[src/include/dmaedr_pkg.sv]
// Shared constants and carrier types for the DMA end and demand request block
package dmaedr_pkg;

  localparam int unsigned NUM_CH = 4;
  localparam int unsigned CNT_W = 16;
  localparam int unsigned ADDR_W = 32;
  localparam int unsigned CMD_W = 32;
  localparam int unsigned CMD_FIFO_DEPTH = 16;
  localparam int unsigned PIN_SYNC_STAGES = 2;

  // Request queue depth per channel; channel 0 holds a single request
  localparam logic [2:0] QUEUE_MAX = 3'h4;
  localparam logic [2:0] QUEUE_MAX_CH0 = 3'h1;

  // Pointer step per transfer unit, in bytes
  localparam logic [ADDR_W-1:0] UNIT_BYTES = 32'h0000_0004;

  // Command word field codes
  localparam logic [2:0] SIZE_QUEUE_CLEAR = 3'h6;
  localparam logic [2:0] SIZE_TRANSFER_END = 3'h7;
  localparam logic [1:0] KIND_HANDSHAKE = 2'h0;
  localparam logic [1:0] KIND_QUEUE_CLEAR = 2'h2;
  localparam logic [1:0] CHAN_0 = 2'h0;
  localparam logic [1:0] CHAN_2 = 2'h2;

  // Timeout for the command word after the bus is offered
  localparam int unsigned CLK_PERIOD_NS = 10;
  localparam int unsigned CMD_WAIT_NS = 80;
  localparam int unsigned CMD_WAIT_CYC = CMD_WAIT_NS / CLK_PERIOD_NS;
  localparam int unsigned WAIT_W = 4;

  // Reset values
  localparam logic [CNT_W-1:0] COUNT_RST = 16'h0000;
  localparam logic [ADDR_W-1:0] ADDR_RST = 32'h0000_0000;

  // Request command word as it appears on the data bus
  typedef struct packed {
    logic [2:0] size_code_field;
    logic rsv_28;
    logic [1:0] channel_select;
    logic [1:0] request_kind_field;
    logic [23:0] rsv_low;
  } dmaedr_cmd_t;

  // Per channel working registers
  typedef struct packed {
    logic [ADDR_W-1:0] source_pointer;
    logic [ADDR_W-1:0] dest_pointer;
    logic [CNT_W-1:0] remaining_count;
  } dmaedr_chan_t;

  // CPU programming strobe for one channel
  typedef struct packed {
    logic we;
    logic [1:0] ch;
    dmaedr_chan_t val;
  } dmaedr_cfg_t;

endpackage

[src/hdl/dmaedr_fifo.sv]
// Command word FIFO with valid/ready on both sides
`timescale 1ns/1ps
module dmaedr_fifo
  import dmaedr_pkg::*;
#(
  parameter int unsigned WIDTH = CMD_W,
  parameter int unsigned DEPTH = CMD_FIFO_DEPTH
)
(
  // Clock and reset
  input wire logic i_ref_clk,
  input wire logic i_rst,
  // Fill side
  input wire logic i_in_valid,
  input wire logic [WIDTH-1:0] i_in_data,
  output logic o_in_ready,
  // Drain side
  output logic o_out_valid,
  output logic [WIDTH-1:0] o_out_data,
  input wire logic i_out_ready
);

  localparam int unsigned PW = $clog2(DEPTH);

  logic [WIDTH-1:0] mem_q [DEPTH];
  logic [PW-1:0] wr_q, wr_d, rd_q, rd_d;
  logic [PW:0] cnt_q, cnt_d;
  logic push, pop;

  ////////////////////////////////////////////////////////////////////////
  // Pointer and fill count; full and empty come straight from the count
  always_comb
  begin
    o_in_ready = (cnt_q != (PW+1)'(DEPTH));
    o_out_valid = (cnt_q != '0);
    o_out_data = mem_q[rd_q];
    push = i_in_valid && o_in_ready;
    pop = o_out_valid && i_out_ready;
    wr_d = push ? PW'(wr_q + 1'b1) : wr_q;
    rd_d = pop ? PW'(rd_q + 1'b1) : rd_q;
    cnt_d = cnt_q;
    if (push && !pop)
    begin
      cnt_d = (PW+1)'(cnt_q + 1'b1);
    end
    else if (pop && !push)
    begin
      cnt_d = (PW+1)'(cnt_q - 1'b1);
    end
  end

  always_ff @(posedge i_ref_clk)
  begin
    if (i_rst)
    begin
      wr_q <= '0;
      rd_q <= '0;
      cnt_q <= '0;
    end
    else
    begin
      wr_q <= wr_d;
      rd_q <= rd_d;
      cnt_q <= cnt_d;
    end
  end

  // Storage needs no reset; the count guards every read
  always_ff @(posedge i_ref_clk)
  begin
    if (push)
    begin
      mem_q[wr_q] <= i_in_data;
    end
  end

endmodule // dmaedr_fifo

[src/hdl/dmaedr_ctrl.sv]
// Four channel DMA transfer end control and on-demand request front end
// How it works
// - A suspension lets the transfer unit in progress finish first.
// - A read cycle is always followed by its write cycle.
// - Count reaching zero stops the channel, sets end flag, raises irq if enabled.
// - Zero count stops at once, not by graceful suspension.
// - Clearing a channel enable suspends only it; end flag stays clear.
// - Address fault, nonmaskable stop or global disable stop all channels.
// - Address error sets fault flag, suspends all, keeps pointers and count.
// - Fault flag clears by writing zero only after reading it as one.
// - While fault flag set, all requests are ignored.
// - Nonmaskable interrupt sets stop flag, suspends all, keeps registers.
// - Stop flag clears by read one then write zero; requests ignored meanwhile.
// - Global disable suspends all, keeps registers; re-enable resumes.
// - Demand mode bit enables the on-demand request front end.
// - Bus claim gets bus free; command word with request pulse follows.
// - Channel select bits of a command pick the requested channel.
// - A request pulse alone repeats the last requested channel.
// - Claim and pulse together request channel 2 directly.
// - Command word carries size, channel select and kind fields.
// - Channel select outputs show the serviced channel in binary.
// - Queues hold up to four requests, channel 0 only one; extra requests are dropped.
`timescale 1ns/1ps
module dmaedr_ctrl
  import dmaedr_pkg::*;
(
  // Clock and reset
  input wire logic i_ref_clk,
  input wire logic i_rst,
  // CPU programming and control
  input wire dmaedr_cfg_t i_cfg,
  input wire logic [NUM_CH-1:0] i_channel_enable,
  input wire logic [NUM_CH-1:0] i_end_irq_enable,
  input wire logic [NUM_CH-1:0] i_end_flag_clr,
  input wire logic i_global_enable,
  input wire logic i_demand_mode_bit,
  input wire logic i_flag_rd,
  input wire logic i_fault_wr0,
  input wire logic i_nmi_wr0,
  // System events
  input wire logic i_addr_error,
  input wire logic i_nmi,
  // Status
  output logic [NUM_CH-1:0] o_end_flag,
  output logic [NUM_CH-1:0] o_completion_irq,
  output logic o_address_fault_flag,
  output logic o_nonmaskable_stop_flag,
  output dmaedr_chan_t [NUM_CH-1:0] o_chan_regs,
  output logic o_bus_owned,
  output logic o_read_cycle,
  // External device pins
  input wire logic i_bus_claim_request,
  input wire logic i_request_pulse,
  input wire logic [CMD_W-1:0] i_data,
  output logic o_bus_free_signal,
  output logic o_reply_strobe_n,
  output logic [1:0] o_channel_select
);

  typedef enum logic [1:0] {E_IDLE, E_READ, E_WRITE} dmaedr_eng_t;
  typedef enum logic [1:0] {H_IDLE, H_GRANT, H_WAIT} dmaedr_hs_t;

  function automatic logic [2:0] queue_limit(input logic [1:0] ch);
    queue_limit = (ch == CHAN_0) ? QUEUE_MAX_CH0 : QUEUE_MAX;
  endfunction

  ////////////////////////////////////////////////////////////////////////
  // Pin synchronisers: stage 1 is read only by stage 2
  logic [CMD_W+1:0] pin_s1_q, pin_s2_q;
  logic claim_s, pulse_s, claim_prev_q;
  logic [CMD_W-1:0] data_s;

  always_ff @(posedge i_ref_clk)
  begin
    if (i_rst)
    begin
      pin_s1_q <= '0;
      pin_s2_q <= '0;
      claim_prev_q <= 1'b0;
    end
    else
    begin
      pin_s1_q <= {i_bus_claim_request, i_request_pulse, i_data};
      pin_s2_q <= pin_s1_q;
      claim_prev_q <= claim_s;
    end
  end

  assign claim_s = pin_s2_q[CMD_W+1];
  assign pulse_s = pin_s2_q[CMD_W];
  assign data_s = pin_s2_q[CMD_W-1:0];

  ////////////////////////////////////////////////////////////////////////
  // Declarations shared by the request and engine groups
  dmaedr_hs_t hs_q, hs_d;
  logic [WAIT_W-1:0] wait_q, wait_d;
  logic [1:0] last_q, last_d;
  logic have_last_q, have_last_d;
  dmaedr_eng_t eng_q, eng_d;
  logic [1:0] svc_q, svc_d;
  dmaedr_chan_t [NUM_CH-1:0] chan_q, chan_d;
  logic [NUM_CH-1:0][2:0] qcnt_q, qcnt_d;
  logic [NUM_CH-1:0] end_q, end_d;
  logic ae_q, ae_d, ae_seen_q, ae_seen_d;
  logic nmi_q, nmi_d, nmi_seen_q, nmi_seen_d;
  logic accept, run_ok, claim_rise;
  logic pin_req, push, in_ready, cmd_valid, cmd_take, cmd_fault;
  logic [1:0] pin_ch;
  logic [CMD_W-1:0] cmd_raw;
  dmaedr_cmd_t cmd;
  logic start, unit_done, last_unit;
  logic [1:0] pick;

  // Requests are only taken in demand mode and while no stop flag is set
  assign accept = i_demand_mode_bit && !ae_q && !nmi_q;
  assign run_ok = i_global_enable && !ae_q && !nmi_q;
  assign claim_rise = claim_s && !claim_prev_q;
  assign cmd = dmaedr_cmd_t'(cmd_raw);

  ////////////////////////////////////////////////////////////////////////
  // Command FIFO: bus is only offered while it has room, so a full FIFO
  // holds the external device off instead of losing a command word
  dmaedr_fifo #(
    .WIDTH(CMD_W),
    .DEPTH(CMD_FIFO_DEPTH)
  ) u_cmd_fifo (
    .i_ref_clk(i_ref_clk),
    .i_rst(i_rst),
    .i_in_valid(push),
    .i_in_data(data_s),
    .o_in_ready(in_ready),
    .o_out_valid(cmd_valid),
    .o_out_data(cmd_raw),
    .i_out_ready(cmd_take)
  );

  ////////////////////////////////////////////////////////////////////////
  // Pin handshake: bus offer, command capture, repeat and direct requests
  always_comb
  begin
    hs_d = hs_q;
    wait_d = wait_q;
    last_d = last_q;
    have_last_d = have_last_q;
    pin_req = 1'b0;
    pin_ch = last_q;
    push = 1'b0;
    case (hs_q)
      H_IDLE:
      begin
        if (accept && claim_rise && pulse_s)
        begin
          pin_req = 1'b1;
          pin_ch = CHAN_2;
        end
        else if (accept && claim_rise && in_ready)
        begin
          hs_d = H_GRANT;
        end
        else if (accept && pulse_s && have_last_q)
        begin
          pin_req = 1'b1;
          pin_ch = last_q;
        end
      end
      H_GRANT:
      begin
        hs_d = H_WAIT;
        wait_d = '0;
      end
      H_WAIT:
      begin
        if (pulse_s)
        begin
          push = accept;
          hs_d = H_IDLE;
        end
        else if (wait_q == WAIT_W'(CMD_WAIT_CYC - 1))
        begin
          hs_d = H_IDLE;
        end
        else
        begin
          wait_d = WAIT_W'(wait_q + 1'b1);
        end
      end
      default:
      begin
        hs_d = H_IDLE;
      end
    endcase
    if (pin_req)
    begin
      last_d = pin_ch;
      have_last_d = 1'b1;
    end
    else if (cmd_take && !cmd_fault)
    begin
      last_d = cmd.channel_select;
      have_last_d = 1'b1;
    end
  end

  always_ff @(posedge i_ref_clk)
  begin
    if (i_rst)
    begin
      hs_q <= H_IDLE;
      wait_q <= '0;
      last_q <= CHAN_0;
      have_last_q <= 1'b0;
    end
    else
    begin
      hs_q <= hs_d;
      wait_q <= wait_d;
      last_q <= last_d;
      have_last_q <= have_last_d;
    end
  end

  ////////////////////////////////////////////////////////////////////////
  // Transfer engine, queues, end flags and stop flags
  always_comb
  begin
    eng_d = eng_q;
    svc_d = svc_q;
    chan_d = chan_q;
    qcnt_d = qcnt_q;
    end_d = end_q & ~i_end_flag_clr;
    start = 1'b0;
    pick = CHAN_0;
    // Commands drain only between units, at most one per idle engine cycle and none while a pin request is taken
    cmd_take = cmd_valid && (eng_q == E_IDLE) && !pin_req;
    cmd_fault = (cmd.channel_select == CHAN_0) && (cmd.request_kind_field != KIND_HANDSHAKE)
      && (cmd.request_kind_field != KIND_QUEUE_CLEAR);
    for (int c = NUM_CH - 1; c >= 0; c--)
    begin
      if (qcnt_q[c] != '0 && i_channel_enable[c] && chan_q[c].remaining_count != '0)
      begin
        pick = 2'(c);
        start = run_ok;
      end
    end
    unit_done = (eng_q == E_WRITE);
    last_unit = (chan_q[svc_q].remaining_count == CNT_W'(1));
    case (eng_q)
      E_IDLE:
      begin
        if (start)
        begin
          eng_d = E_READ;
          svc_d = pick;
          qcnt_d[pick] = 3'(qcnt_q[pick] - 1'b1);
        end
      end
      E_READ:
      begin
        eng_d = E_WRITE;
      end
      E_WRITE:
      begin
        eng_d = E_IDLE;
        chan_d[svc_q].source_pointer = chan_q[svc_q].source_pointer + UNIT_BYTES;
        chan_d[svc_q].dest_pointer = chan_q[svc_q].dest_pointer + UNIT_BYTES;
        chan_d[svc_q].remaining_count = CNT_W'(chan_q[svc_q].remaining_count - 1'b1);
        if (last_unit)
        begin
          end_d[svc_q] = 1'b1;
          qcnt_d[svc_q] = '0;
        end
      end
      default:
      begin
        eng_d = E_IDLE;
      end
    endcase
    // New requests; a full queue drops the extra one
    if (pin_req && qcnt_d[pin_ch] < queue_limit(pin_ch))
    begin
      qcnt_d[pin_ch] = 3'(qcnt_d[pin_ch] + 1'b1);
    end
    if (cmd_take && !cmd_fault)
    begin
      if (cmd.size_code_field == SIZE_QUEUE_CLEAR || cmd.size_code_field == SIZE_TRANSFER_END
        || cmd.request_kind_field == KIND_QUEUE_CLEAR)
      begin
        qcnt_d[cmd.channel_select] = '0;
      end
      else if (qcnt_d[cmd.channel_select] < queue_limit(cmd.channel_select))
      begin
        qcnt_d[cmd.channel_select] = 3'(qcnt_d[cmd.channel_select] + 1'b1);
        if (cmd.channel_select == CHAN_0 && cmd.rsv_low[CNT_W-1:0] != '0)
        begin
          chan_d[0].remaining_count = cmd.rsv_low[CNT_W-1:0];
        end
      end
    end
    // CPU programming overrides engine updates on the same channel
    if (i_cfg.we)
    begin
      chan_d[i_cfg.ch] = i_cfg.val;
    end
    // Flags: a new event wins over a clear in the same cycle
    ae_d = i_addr_error || (cmd_take && cmd_fault) || (ae_q && !(i_fault_wr0 && ae_seen_q));
    // A taken clear drops the read mark, so a fault arriving with it needs a fresh read
    ae_seen_d = ae_d && ((ae_seen_q && !i_fault_wr0) || (i_flag_rd && ae_q));
    nmi_d = i_nmi || (nmi_q && !(i_nmi_wr0 && nmi_seen_q));
    nmi_seen_d = nmi_d && ((nmi_seen_q && !i_nmi_wr0) || (i_flag_rd && nmi_q));
  end

  always_ff @(posedge i_ref_clk)
  begin
    if (i_rst)
    begin
      eng_q <= E_IDLE;
      svc_q <= CHAN_0;
      chan_q <= {NUM_CH{ADDR_RST, ADDR_RST, COUNT_RST}};
      qcnt_q <= '0;
      end_q <= '0;
      ae_q <= 1'b0;
      ae_seen_q <= 1'b0;
      nmi_q <= 1'b0;
      nmi_seen_q <= 1'b0;
    end
    else
    begin
      eng_q <= eng_d;
      svc_q <= svc_d;
      chan_q <= chan_d;
      qcnt_q <= qcnt_d;
      end_q <= end_d;
      ae_q <= ae_d;
      ae_seen_q <= ae_seen_d;
      nmi_q <= nmi_d;
      nmi_seen_q <= nmi_seen_d;
    end
  end

  ////////////////////////////////////////////////////////////////////////
  // Outputs
  assign o_end_flag = end_q;
  assign o_completion_irq = end_q & i_end_irq_enable;
  assign o_address_fault_flag = ae_q;
  assign o_nonmaskable_stop_flag = nmi_q;
  assign o_chan_regs = chan_q;
  assign o_bus_owned = (eng_q != E_IDLE);
  assign o_read_cycle = (eng_q == E_READ);
  assign o_bus_free_signal = (hs_q == H_GRANT);
  assign o_reply_strobe_n = !unit_done;
  assign o_channel_select = svc_q;
endmodule // dmaedr_ctrl

[config.mk]
export PLATFORM = sky130hd
export DESIGN_NAME = dmaedr_ctrl
export DESIGN_NICKNAME = d
export VERILOG_FILES = /design/src/include/dmaedr_pkg.sv /design/src/hdl/dmaedr_fifo.sv /design/src/hdl/dmaedr_ctrl.sv
export SDC_FILE = /design/constraint.sdc
export NUM_CORES = 2
export LEC_CHECK = 0
export BUFFER_PORTS_ARGS = -buffer_cell sky130_fd_sc_hd__buf_2
export CORE_MARGIN = 5
export CORE_UTILIZATION = 45
export DETAILED_ROUTE_END_ITERATION = 8
export HOLD_SLACK_MARGIN = 0.12
export PLACE_DENSITY = 0.72
export SLEW_MARGIN = 10
export SYNTH_ARGS = -nofsm -noshare
export SYNTH_HDL_FRONTEND = slang
export SYNTH_SLANG_ARGS = --single-unit
[constraint.sdc]
create_clock -name i_ref_clk -period 7.75 [get_ports i_ref_clk]
set_clock_uncertainty 0.2 [all_clocks]
set_input_delay 1.55 -clock i_ref_clk [delete_from_list [all_inputs] [get_ports i_ref_clk]]
set_output_delay 1.55 -clock i_ref_clk [all_outputs]
set_load 0.02 [all_outputs]
== After elaboration in Yosys (flattened, before gate mapping) ==
Memory sizes are Yosys's and may differ from the RTL's. A register that Yosys moved wholly into a read port is not among the register bits.
Index checks and enable logic that the tools add are counted.
Cells by class
  add/subtract/negate cells: 11
  reductions and logical operators: 86
  muxes and demuxes: 86
  equal/unequal tests: 17
  bitwise operators: 8
  order comparisons: 12
Operators with widths (number)
  $bwmux 320: 4
  $demux 80 s2: 4
  $mux 320: 2
  $mux 80: 3
  $bmux 80 s2: 1
  $mux 16: 5
  $reduce_bool 16->1: 5
  $mux 12: 6
  $add 32x3->32 const B: 2
  $mux 48: 1
  $logic_and 1x1->1: 45
  $bwmux 12: 3
  $mux 3: 9
  $mux 2: 13
  $and 12x12->12: 2
  $demux 3 s2: 4
  $mux 4: 6
  $not 12->12: 2
  $pmux 12 s2: 1
  $bmux 3 s2: 3
  $eq 16x1->1 const B: 1
  $sub 16x1->16 const B: 1
  $lt 2x3->1 const B: 5
  $mux 1: 15
  30 further kinds: 77
Storage, ports and cells
  logic and storage cells: 254
  memories kept: 1
  output and inout port bits: 336
  input port bits: 138
  register bits: 435
  RAM bits: 512
Memory list
  u_cmd_fifo.mem_q: words 16, bits a word 32, read ports 1, clocked after memory_dff 1, wr ports 1, RTL line dmaedr_fifo.sv:25  | logic [WIDTH-1:0] mem_q [DEPTH];

== Longest topological paths before layout ==
  depth in word-level cells: 27
  mapped depth: 31
  depth with buffers taken out: 28

== Hierarchy ==
From an unflattened synthesis, not the netlist that was laid out.
Second synthesis, totals
  cell total of the unflattened synthesis: 3491
  area total of the unflattened synthesis: 41463.5 um^2
Modules (own cells, without submodules)
  dmaedr_ctrl: instances 1, area each 21404.3 um^2, sequential area each 8448.1 um^2, cells an instance 2595
  dmaedr_fifo: instances 1, area each 20059.2 um^2, sequential area each 15715.1 um^2, cells an instance 896

== Worst setup path after synthesis ==
No wires, ideal clock.
  path type: register to register
  start: register svc_q[0] (netlist: o_channel_select[0])
  end: register chan_q, in the netlist o_chan_regs[10]
  path buffers: 8
  library setup time: 0.086 ns
  arrival time: 6.953 ns
  path slack: 0.511 ns
  stages on the path, launching flop included: 30
  required time: 7.464 ns
  clock period less this slack: 7.239 ns
  cells stage by stage: dfxtp_1 buf_2 buf_2 buf_4 buf_4 buf_2 mux4_2 inv_1 ha_1 nor3b_1 nand3b_1 o311a_1 o31a_1 o31a_1 a221o_1 ha_1 nor3_1 nor2b_1 inv_1 mux4_2 o211ai_4 inv_2 ha_1 clkbuf_2 nor4_1 a22oi_1 buf_4 buf_6 mux2i_1 a211oi_1
On the way
  longest elaborated chain between the ends: 21
  elaborated cells between the ends (all ways): 37
  classes of those cells: add/sub (2); order compare (4); eq/ne (1); mux (26); bitwise (2); reduce/logical (2)
Ends and longest elaborated chain
  start: declaration: RTL line dmaedr_ctrl.sv:100  | logic [1:0] svc_q, svc_d;
  start signal: assignment: RTL line dmaedr_ctrl.sv:329  | svc_q <= svc_d;
  $lt 2x3->1 (implied by the code) / $ge 2x1->1 (equally long branches): RTL line dmaedr_ctrl.sv:266, dmaedr_ctrl.sv:270
  $logic_and 1x1->1 (implied by the code): RTL line dmaedr_ctrl.sv:266, dmaedr_ctrl.sv:270
  $mux 3 (implied by the code): RTL line dmaedr_ctrl.sv:270  | qcnt_d[svc_q] = '0;
  $demux 3 s2: RTL line dmaedr_ctrl.sv:270
  $not 12->12 (no line)
  $and 12x12->12 (no line)
  $mux 12: RTL line dmaedr_ctrl.sv:267  | if (last_unit)
  $pmux 12 s2: RTL line dmaedr_ctrl.sv:247  | case (eng_q)
  [5 not listed]
  $bmux 3 s2: RTL line dmaedr_ctrl.sv:290  | else if (qcnt_d[cmd.channel_select] < queue_limit(cmd.channel_select))
  $mux 3 (implied by the code): RTL line dmaedr_ctrl.sv:290
  $lt 3x3->1: RTL line dmaedr_ctrl.sv:290
  $mux 16: RTL line dmaedr_ctrl.sv:290
  $mux 16: RTL line dmaedr_ctrl.sv:285  | if (cmd.size_code_field == SIZE_QUEUE_CLEAR || cmd.size_code_field == SIZE_TRANSFER_END
  $mux 16 (*): RTL line dmaedr_ctrl.sv:283  | if (cmd_take && !cmd_fault)
  $bwmux 320: RTL line dmaedr_ctrl.sv:302  | chan_d[i_cfg.ch] = i_cfg.val;
  $mux 320 (*): RTL line dmaedr_ctrl.sv:300  | if (i_cfg.we)
  end signal: assignment: RTL line dmaedr_ctrl.sv:318  | chan_q <= {NUM_CH{ADDR_RST, ADDR_RST, COUNT_RST}};
  end signal: assignment: RTL line dmaedr_ctrl.sv:330  | chan_q <= chan_d;
  end: declaration: RTL line dmaedr_ctrl.sv:101  | dmaedr_chan_t [NUM_CH-1:0] chan_q, chan_d;
Mark *: on every way between the ends. The rest lies on a longest branch, timed or not. The select of a mux whose other input is x is not followed.
A chain may end at the register's enable or synchronous reset.

== Worst setup path after layout ==
  start: register chan_q, in the netlist o_chan_regs[167]
  end: register chan_q, in the netlist o_chan_regs[2]
On the way
  longest elaborated chain between the ends: 25
  elaborated cells between the ends (all ways): 38
  classes of those cells: add/sub (2); order compare (4); eq/ne (1); mux (27); reduce/logical (4)
Ends and longest elaborated chain
  $reduce_bool 16->1: RTL line dmaedr_ctrl.sv:239  | if (qcnt_q[c] != '0 && i_channel_enable[c] && chan_q[c].remaining_count != '0)
  $logic_and 1x1->1: RTL line dmaedr_ctrl.sv:239
  $mux 2 (3 in series): RTL line dmaedr_ctrl.sv:239
  $lt 2x3->1 (implied by the code) / $ge 2x1->1 (equally long branches): RTL line dmaedr_ctrl.sv:254  | qcnt_d[pick] = 3'(qcnt_q[pick] - 1'b1);
  $logic_and 1x1->1 (implied by the code): RTL line dmaedr_ctrl.sv:254
  $mux 3 (implied by the code): RTL line dmaedr_ctrl.sv:254
  $demux 3 s2: RTL line dmaedr_ctrl.sv:254
  $bwmux 12: RTL line dmaedr_ctrl.sv:254
  [7 not listed]
  $bmux 3 s2 (*): RTL line dmaedr_ctrl.sv:290
  $mux 3 (implied by the code) (*): RTL line dmaedr_ctrl.sv:290
  $lt 3x3->1 (*): RTL line dmaedr_ctrl.sv:290
  $mux 16 (*): RTL line dmaedr_ctrl.sv:290
  $mux 16 (*): RTL line dmaedr_ctrl.sv:285
  $mux 16 (*): RTL line dmaedr_ctrl.sv:283
  $bwmux 320: RTL line dmaedr_ctrl.sv:302
  $mux 320 (*): RTL line dmaedr_ctrl.sv:300
Marks and branches as above.

==> impl_metrics.tcl <==
set metrics [dict create \
    outcome "finished clean" \
    synth_cell_type_count 82 \
    vdd_drop_max_v 0.000202 \
    worstHoldStart "pin_s1_q[27]" \
    areaGrowthSynthToFinish_pct 17.5 \
    numCtsBuffers 82 \
    r2r_setup_slack_ns 0.57 \
    tightest_slew_ns 1.13 \
    cts_tree "yes" \
    clock_tree.root_cell "clkbuf_16" \
    crit_buf_inv 4 \
    async_flop_share_pct 0 \
    ys_seq_elements 771 \
    clock-sinks 771 \
    p_per_area_nw_per_um2 288 \
    synth.cell_area_um2 34900 \
    synth_edf_count 352 \
    cts_setup_buffers 0 \
    synth_nets 3340 \
    ys_top_cells_by_area "edfxtp_1, dfxtp_1, mux4_2" \
    first_pass_iters 6 \
    h-tree-depth 3 \
    port_buffers 463 \
    grt_pass1_wl_um 171000 \
    synth_most_common_cell "nor2_1" \
    fill_cells 6645 \
    critPathSlowestCell "or4_1" \
    dp_hpwl_um 78100 \
    ant_nets 0 \
    holdWs_ns 0.199 \
    start_util_pct 45.2 \
    setup_tns_ns 0 \
    slew_headroom_pct 24.4 \
    cpPeakStageDelay_ns 0.62 \
    synth_top_flop_cell "dfxtp_1" \
    syn-instance-count 3179 \
    path_common_cell "ha_1" \
    core.rowCount 102 \
    dieArea_um2 83300 \
    ys.warnings.count 0 \
    route.detailed.drc 0 \
    drive_gt1_share_pct 24.2 \
    ys_seq_area_share_pct 54.3 \
    slew_violations 0 \
    clk_pin_slew_ns 0.06 \
    leakage_nw 14.3 \
    period_share_pct 92.6 \
    ys_top_cells_by_count "nor2_1, dfxtp_1, edfxtp_1" \
    critPathKind "register to register" \
    wl_um 116000 \
    min_period_ns 7.18 \
    setup_viol 0 \
    viasPerCell 6.00 \
    fmax_ghz 0.139 \
    start_kind "register" \
    gr-total-overflow 0 \
    rsz0062_at_grt "no" \
    via_count 27999 \
    crit_family "compound AO/OA/AOI/OAI gates" \
    final_util_pct 53.1 \
    synth.avg_cell_area_um2 11.0 \
    hold_path_class "register to register" \
    die_h_um 289 \
    gp_congestion 0.930 \
    drt_iter0_drc 2935 \
    grt_max_degree 209 \
    hold_viol 0 \
    nNetsFinal 3701 \
    required_ns 8.06 \
    ctsHoldBuffers 0 \
    fp.dieW_um 289 \
    grt_pass1_vias 26268 \
    clock_path_buffers 3 \
    cp-end-kind "register" \
    grtUsageTotal_pct 26.8 \
    crit_start "o_chan_regs[167]" \
    ios 474 \
    p_total_mw 11.8 \
    worstPathMaxFanout 17 \
    path_cells "or4_1 -> o41ai_2 -> o2111ai_1 -> a311oi_1 -> a21oi_1 -> ha_1 -> inv_1 -> a211oi_1 -> a21boi_0 -> o31a_1 -> a221o_1 -> ha_1 -> nor3_1 -> nor2b_1 -> inv_1 -> mux4_2 -> o211ai_4 -> inv_2 -> ha_1 -> nor4_1 -> a22oi_2 -> buf_12 -> mux2i_1 -> a211oi_1" \
    synth_top_area_share_pct 30.3 \
    worstPathArrival_ns 7.49 \
    rr_startpoint "o_chan_regs[167]" \
    core-area_um2 77200 \
    synth_area_leader_cell "edfxtp_1" \
    maxCapViolations 0 \
    wl_per_cell_um 24.9 \
    insertion_delay_ns 0.67 \
    antenna_found_initial 22 \
]
[layer usage]
metal | share of wire [%] | vias up | wire [µm] | track usage (%)
li1 | - | 12574 | - | -
met5 | 0.010 | - | 12 | 0
met1 | 36 | 13544 | 42200 | 33.4
met4 | 5.9 | 2 | 6890 | 13.4
met2 | 45 | 1534 | 52800 | 41.9
met3 | 12 | 345 | 14300 | 9.25
[stage by stage]
step	cell area [µm²]	setup slack (ns)	std cells
after CTS	41000	0.474	4646
after global placement	38100	0.236	4496
after global routing	41000	0.241	4661
after detailed placement	38100	0.239	4496
final	41000	0.573	4669
after floorplan	34900	0.511	3179
[final cells by class]
| class | instances | area, µm² | share of cell area (%) |
|---|---|---|---|
| tap | 1040 | 1300 | 3.17 |
| antenna | 23 | 57.6 | 0.140 |
| inverter | 40 | 150 | 0.366 |
| multi-input combinational | 2138 | 15000 | 36.7 |
| clock inverter | 39 | 533 | 1.30 |
| sequential | 771 | 19000 | 46.3 |
| clock buffer | 111 | 2270 | 5.54 |
| timing repair buffer | 507 | 2680 | 6.54 |
[path summary, 6_finish.rpt]
check | endpoint | cells after the start
setup / recovery | o_chan_regs[2] | 24
setup reg to reg | o_chan_regs[2] | 24
hold reg to reg | pin_s2_q[27] | 1
hold / removal | pin_s2_q[27] | 1
[sequential cells by signal (all words and copies together), names as in the netlist, 2 cells and up, named ones only]
register and count:
o_chan_regs 320, pin_s2_q 24, o_end_flag 4, u_cmd_fifo.wr_q 4
last_q 2, eng_q 2, u_cmd_fifo.rd_q 4, pin_s1_q 24
u_cmd_fifo.cnt_q 5, u_cmd_fifo.mem_q 352, o_channel_select 2, qcnt_q 12
hs_q 2, wait_q 4
[cell usage in the layout, fill, tap and decap left out, drive strengths merged, types with 12 or more instances in the layout]
cell type	Yosys	routed
a211oi	226	226
a21oi	303	303
and2	13	13
and3	15	15
buf	61	507
clkbuf	169	111
clkinv	0	28
dfxtp	419	419
diode	0	23
edfxtp	352	352
ha	22	22
inv	40	43
mux2i	35	35
mux4	177	177
nand2	235	235
nand2b	13	13
nand3	38	38
nand4	17	17
nor2	595	595
nor2b	57	57
nor3	37	37
nor4	20	20
o211ai	41	41
o21ai	38	38
o22ai	14	14
o32ai	30	30
or4	12	12
xnor2	47	47
xor2	36	36
[worst register-to-register path: cells and delay by family (launching register included)]
kind            cells  cell delay [ns]
fa+ha+maj           3             0.93
compound gates     11             2.87
mux                 2             0.64
flops               1             0.34
simple gates        4             1.56
buf+inv             4             0.50
[power by group]
| group | leakage [nW] | total [mW] | internal (mW) | switching (mW) |
|---|---|---|---|---|
| registers | 6.21 | 4.69 | 4.41 | 0.280 |
| clock network | 1.37 | 4.04 | 2.30 | 1.74 |
| logic | 6.74 | 3.07 | 1.18 | 1.89 |
| total | 14.3 | 11.8 | 7.89 | 3.91 |
[cells by family after synthesis]
family	synth area share, %
flip-flops	54.3
AND/OR/NAND/NOR	13.6
adder cells (fa/ha/maj)	0.846
buffers and inverters	3.12
multiplexers	12.5
AO/OA/AOI/OAI	13.5
XOR/XNOR	2.10
[what timing repair did]
| item | 4_1_cts | 5_1_grt |
|---|---|---|
| endpoints found under the hold margin | 0 | 0 |
| setup endpoints to repair | 0 | 3 |
| resized for setup | 0 | 1 |
No activity file was read; power rests on OpenSTA's default activity.
